[src/logic/counter_array_pkg.sv]
// Summary of operation
// - all 8-11 bit pwm modules share cycle length
// - 8-bit: low byte match drives output high
// - 8-bit: low byte overflow drives output low
// - 8-bit: wrap copies compare high into low
// - 8-bit match sets event flag when enabled
// - 8-bit cycle overflow flag every 256 ticks
// - low write clears, high write sets enable
// - 8-bit duty is 256 minus high, over 256
// - enable cleared holds pwm output low
// - reload bank select steers compare byte access
// - 9-11 bit: low N counter bits match sets
// - bit N overflow: low, flag, reload compare
// - 9/10/11 overflow every 512/1024/2048 ticks
// - 16-bit: full match high, overflow low
// - 16-bit match sets event flag when enabled
// - counter wrap sets overflow flag bit 7
// - control bit 6 runs or stops counter
// - bits 2:0 event flags, 5:3 read zero
// - three-bit field selects counter timebase
// - cycle overflow flag with enable raises interrupt
package counter_array_pkg;
  localparam logic [7:0] CTRL_ADDR     = 8'hD8;
  localparam logic [7:0] MODE_ADDR     = 8'hED;
  localparam logic [7:0] PWM_CFG_ADDR  = 8'hA1;
  localparam logic [7:0] MOD_MODE_BASE = 8'hDA;
  localparam logic [7:0] CMP_BASE      = 8'hE0;
  localparam int CTRL_CF_BIT  = 7;
  localparam int CTRL_CR_BIT  = 6;
  localparam int MM_WIDE_BIT  = 7;
  localparam int MM_ECOM_BIT  = 6;
  localparam int MM_MAT_BIT   = 3;
  localparam int MM_TOG_BIT   = 2;
  localparam int MM_PWM_BIT   = 1;
  localparam int MM_ECCF_BIT  = 0;
  localparam int MD_CIDL_BIT  = 7;
  localparam int MD_ECF_BIT   = 0;
  localparam int MD_CPS_LSB   = 1;
  localparam int PC_RELOAD_BANK_SELECT_BIT = 7;
  localparam int PC_CYCLE_OVERFLOW_IRQ_ENABLE_BIT  = 6;
  localparam int PC_CYCLE_OVERFLOW_FLAG_BIT  = 5;
  localparam logic [7:0]  REG_RESET  = 8'h00;
  localparam logic [15:0] WORD_RESET = 16'h0000;
  localparam logic [3:0]  DIV12_LAST = 4'hB;
  localparam logic [1:0]  DIV4_LAST  = 2'h3;
  localparam logic [2:0]  EXT_DIV_LAST = 3'h7;
  typedef enum logic [2:0] {
    TB_DIV12  = 3'b000,
    TB_DIV4   = 3'b001,
    TB_TIMER0 = 3'b010,
    TB_ECI    = 3'b011,
    TB_SYSCLK = 3'b100,
    TB_EXT8   = 3'b101
  } timebase_t;
endpackage : counter_array_pkg

[src/logic/counter_array_pwm.sv]
`timescale 1ns/1ps
module counter_array_pwm #(
  parameter int NUM_MODULES = 3
) (
  input  wire logic                   ref_clk_in,
  input  wire logic                   reset_in,
  input  wire logic [7:0]             sfr_addr_in,
  input  wire logic [7:0]             sfr_wdata_in,
  input  wire logic                   sfr_wr_in,
  input  wire logic                   sfr_rd_in,
  input  wire logic                   cpu_idle_in,
  input  wire logic                   timer0_ovf_in,
  input  wire logic                   eci_in,
  input  wire logic                   ext_clk_in,
  output logic [7:0]                  sfr_rdata_out,
  output logic                        counter_irq_out,
  output logic [NUM_MODULES-1:0]      module_output_pin_out
);

  function automatic logic [7:0] mode_addr(input int idx);
    mode_addr = counter_array_pkg::MOD_MODE_BASE + 8'(idx);
  endfunction : mode_addr

  function automatic logic [7:0] cpl_addr(input int idx);
    cpl_addr = counter_array_pkg::CMP_BASE + 8'(2 * idx);
  endfunction : cpl_addr

  function automatic logic [7:0] cph_addr(input int idx);
    cph_addr = counter_array_pkg::CMP_BASE + 8'(2 * idx + 1);
  endfunction : cph_addr

  logic [15:0]            cnt_reg,      cnt_next;
  logic                   cf_reg,       cf_next;
  logic                   cr_reg,       cr_next;
  logic [NUM_MODULES-1:0] ccf_reg,      ccf_next;
  logic                   cidl_reg,     cidl_next;
  logic [2:0]             cps_reg,      cps_next;
  logic                   ecf_reg,      ecf_next;
  logic                   reload_bank_select_reg,    reload_bank_select_next;
  logic                   cycle_overflow_irq_enable_reg,     cycle_overflow_irq_enable_next;
  logic                   cycle_overflow_flag_reg,     cycle_overflow_flag_next;
  logic [1:0]             cycle_length_select_reg,    cycle_length_select_next;
  logic [3:0]             div_reg,      div_next;
  logic [2:0]             ext_div_reg,  ext_div_next;
  logic [2:0]             eci_sync_reg, eci_sync_next;
  logic [2:0]             ext_sync_reg, ext_sync_next;
  logic [7:0]             rdata_reg,    rdata_next;
  logic                   irq_reg,      irq_next;
  logic                   tick;
  logic                   tick_run;
  logic [15:0]            cyc_mask;
  logic [NUM_MODULES-1:0] ccf_set;
  logic [7:0]             mm_vec  [NUM_MODULES];
  logic [15:0]            cmp_vec [NUM_MODULES];
  logic [15:0]            rld_vec [NUM_MODULES];
  logic                   wr_ctrl;
  logic                   wr_mode;
  logic                   wr_pc;

  assign wr_ctrl = sfr_wr_in && (sfr_addr_in == counter_array_pkg::CTRL_ADDR);
  assign wr_mode = sfr_wr_in && (sfr_addr_in == counter_array_pkg::MODE_ADDR);
  assign wr_pc   = sfr_wr_in && (sfr_addr_in == counter_array_pkg::PWM_CFG_ADDR);

  // timebase and counter
  always_comb
  begin
    // the first sync stage feeds only the second; edges seen on stages 2 and 3
    eci_sync_next = {eci_sync_reg[1:0], eci_in};
    ext_sync_next = {ext_sync_reg[1:0], ext_clk_in};
    div_next = (div_reg == counter_array_pkg::DIV12_LAST) ? 4'h0 : div_reg + 4'h1;
    ext_div_next = ext_div_reg;
    if (ext_sync_reg[1] && !ext_sync_reg[2])
    begin
      ext_div_next = ext_div_reg + 3'h1;
    end
    case (counter_array_pkg::timebase_t'(cps_reg))
      counter_array_pkg::TB_DIV12:  tick = (div_reg == counter_array_pkg::DIV12_LAST);
      counter_array_pkg::TB_DIV4:   tick = (div_reg[1:0] == counter_array_pkg::DIV4_LAST);
      counter_array_pkg::TB_TIMER0: tick = timer0_ovf_in;
      counter_array_pkg::TB_ECI:    tick = eci_sync_reg[2] && !eci_sync_reg[1];
      counter_array_pkg::TB_SYSCLK: tick = 1'b1;
      counter_array_pkg::TB_EXT8:   tick = ext_sync_reg[1] && !ext_sync_reg[2]
                                           && (ext_div_reg == counter_array_pkg::EXT_DIV_LAST);
      default:                      tick = 1'b0;
    endcase
    // run control gates counting; idle suspends when asked
    tick_run = tick && cr_reg && !(cidl_reg && cpu_idle_in);
    cnt_next = tick_run ? cnt_reg + 16'h0001 : cnt_reg;
    // one cycle length for every 8-11 bit module
    case (cycle_length_select_reg)
      2'b00:   cyc_mask = 16'h00FF;
      2'b01:   cyc_mask = 16'h01FF;
      2'b10:   cyc_mask = 16'h03FF;
      default: cyc_mask = 16'h07FF;
    endcase
  end

  // control, mode and pwm config registers
  always_comb
  begin
    cf_next    = cf_reg;
    cr_next    = cr_reg;
    ccf_next   = ccf_reg;
    cidl_next  = cidl_reg;
    cps_next   = cps_reg;
    ecf_next   = ecf_reg;
    reload_bank_select_next = reload_bank_select_reg;
    cycle_overflow_irq_enable_next  = cycle_overflow_irq_enable_reg;
    cycle_overflow_flag_next  = cycle_overflow_flag_reg;
    cycle_length_select_next = cycle_length_select_reg;
    if (wr_ctrl)
    begin
      cf_next  = sfr_wdata_in[counter_array_pkg::CTRL_CF_BIT];
      cr_next  = sfr_wdata_in[counter_array_pkg::CTRL_CR_BIT];
      ccf_next = sfr_wdata_in[NUM_MODULES-1:0];
    end
    if (wr_mode)
    begin
      cidl_next = sfr_wdata_in[counter_array_pkg::MD_CIDL_BIT];
      cps_next  = sfr_wdata_in[counter_array_pkg::MD_CPS_LSB +: 3];
      ecf_next  = sfr_wdata_in[counter_array_pkg::MD_ECF_BIT];
    end
    if (wr_pc)
    begin
      reload_bank_select_next = sfr_wdata_in[counter_array_pkg::PC_RELOAD_BANK_SELECT_BIT];
      cycle_overflow_irq_enable_next  = sfr_wdata_in[counter_array_pkg::PC_CYCLE_OVERFLOW_IRQ_ENABLE_BIT];
      cycle_overflow_flag_next  = sfr_wdata_in[counter_array_pkg::PC_CYCLE_OVERFLOW_FLAG_BIT];
      cycle_length_select_next = sfr_wdata_in[1:0];
    end
    // full wrap sets flag; set beats a same-cycle clear
    if (tick_run && cnt_next == 16'h0000)
    begin
      cf_next = 1'b1;
    end
    // cycle overflow at bit 8/9/10/11 wrap
    if (tick_run && (cnt_next & cyc_mask) == 16'h0000)
    begin
      cycle_overflow_flag_next = 1'b1;
    end
    ccf_next = ccf_next | ccf_set;
    irq_next = (cf_reg && ecf_reg) || (cycle_overflow_flag_reg && cycle_overflow_irq_enable_reg);
    rdata_next = rdata_reg;
    if (sfr_rd_in)
    begin
      rdata_next = 8'h00;
      case (sfr_addr_in)
        counter_array_pkg::CTRL_ADDR:
          rdata_next = {cf_reg, cr_reg, 3'b000, 3'(ccf_reg)};
        counter_array_pkg::MODE_ADDR:
          rdata_next = {cidl_reg, 3'b000, cps_reg, ecf_reg};
        counter_array_pkg::PWM_CFG_ADDR:
          rdata_next = {reload_bank_select_reg, cycle_overflow_irq_enable_reg, cycle_overflow_flag_reg, 3'b000, cycle_length_select_reg};
        default:
          rdata_next = 8'h00;
      endcase
    end
    for (int i = 0; i < NUM_MODULES; i++)
    begin
      irq_next = irq_next || (ccf_reg[i] && mm_vec[i][counter_array_pkg::MM_ECCF_BIT]);
      if (sfr_rd_in && sfr_addr_in == mode_addr(i))
      begin
        rdata_next = mm_vec[i];
      end
      if (sfr_rd_in && sfr_addr_in == cpl_addr(i))
      begin
        rdata_next = reload_bank_select_reg ? rld_vec[i][7:0] : cmp_vec[i][7:0];
      end
      if (sfr_rd_in && sfr_addr_in == cph_addr(i))
      begin
        rdata_next = reload_bank_select_reg ? rld_vec[i][15:8] : cmp_vec[i][15:8];
      end
    end
  end

  always_ff @(posedge ref_clk_in)
  begin
    if (reset_in)
    begin
      cnt_reg      <= counter_array_pkg::WORD_RESET;
      cf_reg       <= 1'b0;
      cr_reg       <= 1'b0;
      ccf_reg      <= '0;
      cidl_reg     <= 1'b0;
      cps_reg      <= 3'b000;
      ecf_reg      <= 1'b0;
      reload_bank_select_reg    <= 1'b0;
      cycle_overflow_irq_enable_reg     <= 1'b0;
      cycle_overflow_flag_reg     <= 1'b0;
      cycle_length_select_reg    <= 2'b00;
      div_reg      <= 4'h0;
      ext_div_reg  <= 3'h0;
      eci_sync_reg <= 3'b111;
      ext_sync_reg <= 3'b000;
      rdata_reg    <= counter_array_pkg::REG_RESET;
      irq_reg      <= 1'b0;
    end
    else
    begin
      cnt_reg      <= cnt_next;
      cf_reg       <= cf_next;
      cr_reg       <= cr_next;
      ccf_reg      <= ccf_next;
      cidl_reg     <= cidl_next;
      cps_reg      <= cps_next;
      ecf_reg      <= ecf_next;
      reload_bank_select_reg    <= reload_bank_select_next;
      cycle_overflow_irq_enable_reg     <= cycle_overflow_irq_enable_next;
      cycle_overflow_flag_reg     <= cycle_overflow_flag_next;
      cycle_length_select_reg    <= cycle_length_select_next;
      div_reg      <= div_next;
      ext_div_reg  <= ext_div_next;
      eci_sync_reg <= eci_sync_next;
      ext_sync_reg <= ext_sync_next;
      rdata_reg    <= rdata_next;
      irq_reg      <= irq_next;
    end
  end

  assign sfr_rdata_out   = rdata_reg;
  assign counter_irq_out = irq_reg;

  // per-module compare and pwm output
  for (genvar g = 0; g < NUM_MODULES; g++)
  begin : gen_module
    logic [7:0]  mm_reg,  mm_next;
    logic [15:0] cmp_reg, cmp_next;
    logic [15:0] rld_reg, rld_next;
    logic        out_reg, out_next;
    logic        match_set;
    logic        wide;
    logic        wrap;
    logic [15:0] msk;
    logic [15:0] eff;

    always_comb
    begin
      mm_next   = mm_reg;
      cmp_next  = cmp_reg;
      rld_next  = rld_reg;
      out_next  = out_reg;
      match_set = 1'b0;
      wide      = mm_reg[counter_array_pkg::MM_WIDE_BIT];
      msk       = wide ? 16'hFFFF : cyc_mask;
      wrap      = (cnt_next & msk) == 16'h0000;
      eff       = cmp_reg;
      // enable cleared or not pwm keeps pin low
      if (!mm_reg[counter_array_pkg::MM_PWM_BIT] || mm_reg[counter_array_pkg::MM_TOG_BIT]
          || !mm_reg[counter_array_pkg::MM_ECOM_BIT])
      begin
        out_next = 1'b0;
      end
      else if (tick_run)
      begin
        if (wrap && !wide)
        begin
          // 8-bit wrap copies high byte into low
          if (cycle_length_select_reg == 2'b00)
          begin
            eff = {cmp_reg[15:8], cmp_reg[15:8]};
          end
          // reload value loaded at bit N overflow
          else
          begin
            eff = rld_reg;
          end
          cmp_next = eff;
        end
        // match sets pin; reloaded value used so zero means full duty
        // duty follows from set point against wrap
        if ((cnt_next & msk) == (eff & msk))
        begin
          out_next  = 1'b1;
          match_set = mm_reg[counter_array_pkg::MM_MAT_BIT];
        end
        else if (wrap)
        begin
          out_next = 1'b0;
        end
      end
      if (sfr_wr_in && sfr_addr_in == mode_addr(g))
      begin
        mm_next = sfr_wdata_in;
      end
      // low byte write, bank steered, enable cleared
      if (sfr_wr_in && sfr_addr_in == cpl_addr(g))
      begin
        if (reload_bank_select_reg)
        begin
          rld_next[7:0] = sfr_wdata_in;
        end
        else
        begin
          cmp_next[7:0] = sfr_wdata_in;
        end
        mm_next[counter_array_pkg::MM_ECOM_BIT] = 1'b0;
      end
      // high byte write, bank steered, enable set
      if (sfr_wr_in && sfr_addr_in == cph_addr(g))
      begin
        if (reload_bank_select_reg)
        begin
          rld_next[15:8] = sfr_wdata_in;
        end
        else
        begin
          cmp_next[15:8] = sfr_wdata_in;
        end
        mm_next[counter_array_pkg::MM_ECOM_BIT] = 1'b1;
      end
    end

    always_ff @(posedge ref_clk_in)
    begin
      if (reset_in)
      begin
        mm_reg  <= counter_array_pkg::REG_RESET;
        cmp_reg <= counter_array_pkg::WORD_RESET;
        rld_reg <= counter_array_pkg::WORD_RESET;
        out_reg <= 1'b0;
      end
      else
      begin
        mm_reg  <= mm_next;
        cmp_reg <= cmp_next;
        rld_reg <= rld_next;
        out_reg <= out_next;
      end
    end

    assign ccf_set[g]               = match_set;
    assign mm_vec[g]                = mm_reg;
    assign cmp_vec[g]               = cmp_reg;
    assign rld_vec[g]               = rld_reg;
    assign module_output_pin_out[g] = out_reg;
  end

endmodule : counter_array_pwm

[config.mk]
export PLATFORM = sky130hd
export DESIGN_NAME = counter_array_pwm
export DESIGN_NICKNAME = d
export VERILOG_FILES = /design/src/logic/counter_array_pkg.sv /design/src/logic/counter_array_pwm.sv
export SDC_FILE = /design/constraint.sdc
export NUM_CORES = 1
export LEC_CHECK = 0
export BUFFER_PORTS_ARGS = -buffer_cell sky130_fd_sc_hd__buf_2
export CELL_PAD_IN_SITES_DETAIL_PLACEMENT = 0
export CELL_PAD_IN_SITES_GLOBAL_PLACEMENT = 1
export CORE_UTILIZATION = 43
export DETAILED_ROUTE_END_ITERATION = 8
export GPL_TIMING_DRIVEN = 0
export PLACE_DENSITY = 0.87
export SKIP_LAST_GASP = 1
export SYNTH_ARGS = -nofsm -noshare
export SYNTH_HDL_FRONTEND = slang
export SYNTH_SLANG_ARGS = --single-unit
[constraint.sdc]
create_clock -name ref_clk_in -period 3 [get_ports ref_clk_in]
set_input_delay 0.45 -clock ref_clk_in [delete_from_list [all_inputs] [get_ports ref_clk_in]]
set_output_delay 0.45 -clock ref_clk_in [all_outputs]
set_load 0.05 [all_outputs]
Word-level counts from Yosys, hierarchy flattened
Index checks and enable logic that the tools add are counted.
{ "totals": {"register_bits": 176, "latch_bits": 0, "mem_bits_rw": 0, "romBits": 0, "in_bits": 24, "output_inout_bits": 12, "elab_cells": 241, "mem_count": 0} }
{ "op_classes": {"addsub": 3, "multipliers": 0, "div": 0, "magnitude_cmp": 0, "n_eq_ne": 25, "shifts": 0, "mux": 82, "bitwise_logic": 8, "reduce_logical": 88} }
{ "op_table": {"columns": ["operator", "count"], "rows": [
  ["$mux W16", 22],
  ["$mux W8", 28],
  ["$and A16 B16 Y16", 7],
  ["$eq A8 B8 Y1 const B", 12],
  ["$logic_not A16 Y1", 5],
  ["$eq A16 B16 Y1", 3],
  ["$logic_and A1 B1 Y1", 37],
  ["$pmux W11 S3", 1],
  ["$mux W1", 25],
  ["$pmux W8 S3", 1],
  ["$mux W7", 3],
  ["$reduce_and A2 Y1", 9],
  ["$add A16 B1 Y16 const B", 1],
  ["$logic_not A1 Y1", 12],
  ["$logic_or A1 B1 Y1", 10],
  ["$reduce_bool A10 Y1", 1],
  ["$reduce_bool A2 Y1", 5],
  ["$eq A3 B3 Y1 const B", 3],
  ["$reduce_bool A3 Y1", 3],
  ["$reduce_or A2 Y1", 4],
  ["$eq A3 B2 Y1 const B", 2],
  ["$pmux W1 S6", 1],
  ["$add A4 B1 Y4 const B", 1],
  ["$eq A2 B2 Y1 const B", 2],
  ["other kinds (8)", 8]
]} }

Longest topological paths before layout
{ "logic_depth": {"depth_word": 19, "mapped_depth": 15, "depth_no_buf": 12} }

Worst setup path after synthesis
No wires, ideal clock.
{ "synth_path": {"path_type": "reg2reg", "startpoint": "register ext_div_reg[0]", "endpoint": "register ccf_reg[2]", "setup_ns": 0.075, "t_arrival_ns": 3.285, "required_time_ns": 2.925, "setup_slack_ns": -0.360, "path_stages_with_launch": 13, "path_buffers": 0, "synth_period_minus_slack_ns": 3.360, "path_cell_list": "dfxtp_1 ha_1 ha_1 and3b_1 o221ai_4 a2111oi_4 mux2i_1 a2bb2oi_4 nor2_2 or3_1 a32o_1 or4_1 o22ai_1"} }
{ "synth_between": {"elab_chain_cells": 18} }
{ "synth_rtl": {"columns": ["element", "line", "rtl"], "rows": [
  ["start: declaration", "counter_array_pwm.sv:44", "logic [2:0] ext_div_reg, ext_div_next;"],
  ["start signal: assignment", "counter_array_pwm.sv:211", "ext_div_reg <= ext_div_next;"],
  ["$eq A3 B3 Y1 (*)", "counter_array_pwm.sv:83", "&& (ext_div_reg == counter_array_pkg::EXT_DIV_LAST);"],
  ["$logic_and A1 B1 Y1 (*)", "counter_array_pwm.sv:83", null],
  ["$pmux W1 S6 (*)", "counter_array_pwm.sv:76", "case (counter_array_pkg::timebase_t'(cps_reg))"],
  ["$logic_and A1 B1 Y1 (*) (2 in a row)", "counter_array_pwm.sv:87", "tick_run = tick && cr_reg && !(cidl_reg && cpu_idle_in);"],
  ["$mux W16", "counter_array_pwm.sv:88", "cnt_next = tick_run ? cnt_reg + 16'h0001 : cnt_reg;"],
  ["$and A16 B16 Y16", "counter_array_pwm.sv:244, counter_array_pwm.sv:270", null],
  ["$logic_not A16 Y1", "counter_array_pwm.sv:244", "wrap = (cnt_next & msk) == 16'h0000;"],
  ["$logic_and A1 B1 Y1", "counter_array_pwm.sv:254", "if (wrap && !wide)"],
  ["$mux W16", "counter_array_pwm.sv:254", null],
  ["$mux W16", "counter_array_pwm.sv:252", "else if (tick_run)"],
  ["$mux W16", "counter_array_pwm.sv:247", "if (!mm_reg[counter_array_pkg::MM_PWM_BIT] || mm_reg[counter_array_pkg::MM_TOG_BIT]"],
  ["$and A16 B16 Y16", "counter_array_pwm.sv:270", "if ((cnt_next & msk) == (eff & msk))"],
  ["$eq A16 B16 Y1", "counter_array_pwm.sv:270", null],
  ["$mux W1", "counter_array_pwm.sv:270", null],
  ["$mux W1 (*)", "counter_array_pwm.sv:252", null],
  ["$mux W1 (*)", "counter_array_pwm.sv:247", null],
  ["$or A3 B3 Y3 (*)", "counter_array_pwm.sv:140", "ccf_next = ccf_next | ccf_set;"],
  ["end signal: assignment", "counter_array_pwm.sv:202", "ccf_reg <= ccf_next;"],
  ["end: declaration", "counter_array_pwm.sv:35", "logic [NUM_MODULES-1:0] ccf_reg, ccf_next;"]
]} }
Mark *: on every way between the ends. The rest lies on a longest branch, timed or not. The select of a mux whose other input is x is not followed.
A chain may end at the register's enable or synchronous reset.

Worst setup path in the final report
{ "layout_path": {"startpoint": "register ext_div_reg[0]", "endpoint": "register ccf_reg[1]"} }
Same word-level chain as after synthesis.

==> reports/summary.txt <==
status -> finished with violations
failing checks -> negative setup slack
Final GP Congestion -> 0.999
Detail Route Antenna Nets -> 0
DRT Wirelength -> 47000 um
min Tclk post-route -> 3.55 ns
worst hold slack -> 0.196 ns
Peak VDD IR -> 0.259 mV
Worst EP arrival -> 3.91 ns
fillers -> 2185
Post-synth ARST share -> 0%
layout cells sized above 1 -> 21.9%
Die ar. -> 0.0248 sq mm
Worst Hold Depth -> 2
combinational group share of total power -> 5.2%
final hold violations -> 0
Ys Warns -> 0
core area -> 0.0236 sq mm
vias in the first global route -> 10400
largest net degree at the start of global routing -> 22
CP Capture Point -> ccf_reg[1]$_SDFF_PP0_
reg2reg setup slack -> -0.55 ns
Port Buf Inserts -> 28
unrepaired setup endpoints after global routing -> yes
fin nets -> 1419
Flop pwr share -> 46.9%
die width -> 158 um
Synthesized Nets -> 1307
sequential area share after synthesis -> 33.9%
via count -> 11300
H-tree Lvls -> 4
CP Launch Point -> ext_div_reg[0]$_SDFFE_PP0N_
P per Cell Area -> 384 mW/mm^2
Layout Area Growth over Synthesis -> 25.5%
Worst R2R Path Depth -> 14
Max Slew Vio Count -> 0
vias per inst -> 6.56
Syn Inst Count -> 1279
LEAKAGE -> 4.68 nW
mapped cell area -> 0.0104 sq mm
Worst slew margin -> 29.7%
Cell variety after synth -> 88
CTS Sinks -> 176
CTS tree -> yes
Hold Crit Class -> in2reg
Sw Ratio -> 29.2%
IO Pins -> 36
global route total overflow -> 0
clock root buffer -> clkbuf_16
number of synthesized flops with an enable pin -> 0
Starting Density -> 44.1%
drt first-iter violations -> 1699
utilization after layout -> 55.3%
Residual DRC -> 0
top_reg_cell synth -> dfxtp_1
Setup CP Type -> reg2reg
Syn Area/Cell -> 8.14 sq um
die height -> 158 um
fin crit share -> 118%
DP HPWL -> 32800 um
max_cap viols -> 0
worst path required time -> 3.36 ns
R2R Path Start -> ext_div_reg[0]$_SDFFE_PP0N_
Place WS -> -0.905 ns
Clock Path Buffers -> 2
Rows -> 56
final setup TNS -> -9.33 ns
Psw -> 0.00147 W
area post-placement -> 0.0111 sq mm
CP Launch Type -> flip-flop
Worst-Skew Late Latency -> 0.46 ns
Setup Skew -> 0.0217 ns
crit path capture type -> flip-flop
initial antenna violation count -> 0
first-pass GRT wire length -> 66800 um
most common cell after layout, fill and taps aside -> dfxtp_1
Worst Max-Slew Pin Slew -> 1.05 ns
Clock Power Share -> 47.9%
DR pass1 iterations -> 8
CTS Buf Count -> 17
r2r endpoint -> ccf_reg[1]$_SDFF_PP0_
WL/cell -> 27.2 um
final instance area -> 0.0131 sq mm
Int Pwr -> 0.00355 W
Max Freq -> 0.281 GHz
Total Routing Usage GR -> 37.5%
commonest non-fill, non-tap cells in the layout -> 171 x dfxtp_1, 160 x nand2_1, 140 x nor2_1, 114 x mux2i_1, 81 x a21oi_1
setup slack after layout -> -0.553 ns
Clock transition at path regs -> 0.08 ns
CP Max Fanout -> 7
#FFs+latches synth -> 176
Final Setup Violations -> 44
-- layout make-up --
cell class | instances | area, sq um | area share, %
Clock inverter | 15 | 203 | 1.55
Buffer | 91 | 455 | 3.49
Inverter | 13 | 48.8 | 0.374
Antenna cell | 1 | 2.50 | 0.0192
Clock buffer | 17 | 425 | 3.26
Timing Repair Buffer | 99 | 785 | 6.01
Sequential cell | 176 | 3540 | 27.1
Tap cell | 319 | 399 | 3.06
Multi-Input combinational cell | 993 | 7200 | 55.2
-- through the flow --
stage | total power, W | std cells
floorplan | 0.00253 | 1279
global placement | 0.00265 | 1626
detailed placement | 0.00265 | 1627
CTS | 0.00498 | 1697
global route | 0.00509 | 1723
finish | 0.00502 | 1724
-- metal layers --
layer / vias to the layer above / global-route usage [%] / wire [um]
met5: - / 0 / 0
met4: 0 / 20.9 / 2930
met3: 216 / 8.38 / 5690
met2: 852 / 57.6 / 20300
met1: 5397 / 48.5 / 18000
li1: 4848 / - / -
-- timing repair --
action,CTS,global route
buffers inserted,39,31
hold endpoints to repair,0,0
endpoints found under the setup margin,110,84
pin swaps,35,64
hold buffers,0,0
gates resized for setup,80,98
cloned,1,0
-- critical path: stages (launching register included) --
cell       delay (ns)
dfxtp_2          0.36
ha_4             0.14
ha_4             0.11
and3b_2          0.23
o221ai_4         0.22
a2111oi_4        0.31
buf_6            0.20
mux2i_4          0.29
o221ai_4         0.17
or4_4            0.44
buf_6            0.15
mux2i_2          0.19
o32a_1           0.19
o22ai_2          0.09
o41ai_2          0.38
-- cells in the mapped netlist (7+ instances only) --
cell | number | area [sq um]
a211oi_1 | 31 | 233
a21oi_1 | 88 | 440
a221oi_1 | 11 | 96.3
a22oi_1 | 7 | 52.6
a311oi_1 | 10 | 87.6
a31oi_1 | 7 | 43.8
and2_1 | 14 | 87.6
and3_1 | 7 | 43.8
buf_1 | 7 | 26.3
buf_2 | 8 | 40.0
clkbuf_1 | 75 | 282
dfxtp_1 | 176 | 3520
inv_1 | 12 | 45.0
mux2_2 | 13 | 146
mux2i_1 | 122 | 1220
mux4_2 | 7 | 158
nand2_1 | 168 | 631
nand2b_1 | 14 | 87.6
nand3_1 | 66 | 330
nand3b_1 | 7 | 52.6
nand4_1 | 13 | 81.3
nor2_1 | 146 | 548
nor2b_1 | 12 | 75.1
nor3_1 | 29 | 145
o211ai_1 | 17 | 128
o21ai_0 | 28 | 140
o22ai_1 | 7 | 43.8
or2_2 | 9 | 56.3
xnor2_1 | 35 | 307
xor2_1 | 18 | 158
-- worst min path at each step --
stage / startpoint / slack (ns) / endpoint
6_report: eci_in / 0.20 / eci_sync_reg[0]$_SDFF_PP1_
5_1_grt: eci_in / 0.21 / eci_sync_reg[0]$_SDFF_PP1_
4_1_cts: eci_in / 0.20 / eci_sync_reg[0]$_SDFF_PP1_
3_5_place_dp: eci_sync_reg[0]$_SDFF_PP1_ / 0.40 / eci_sync_reg[1]$_SDFF_PP1_
3_3_place_gp: eci_sync_reg[0]$_SDFF_PP1_ / 0.40 / eci_sync_reg[1]$_SDFF_PP1_
2_1_floorplan: eci_sync_reg[0]$_SDFF_PP1_ / 0.39 / eci_sync_reg[1]$_SDFF_PP1_
-- power groups by stage --
stage | Sequential, W | Combinational, W | Clock, W
3_3_place_gp | 0.00241 | 0.000239 | 0
4_1_cts | 0.00235 | 0.000244 | 0.00238
5_1_grt | 0.00235 | 0.000262 | 0.00247
6_report | 0.00235 | 0.000260 | 0.00240
2_1_floorplan | 0.00242 | 0.000111 | 0
3_5_place_dp | 0.00241 | 0.000239 | 0
-- cells by family after synthesis --
logic type / share of synthesized area (%)
AO/OA/AOI/OAI: 19.0
multiplexers: 14.8
XOR/XNOR: 4.62
flip-flops: 33.9
AND/OR/NAND/NOR: 22.9
adder cells (fa/ha/maj): 0.481
buffers and inverters: 4.39
Power figures use the tool's default switching activity.
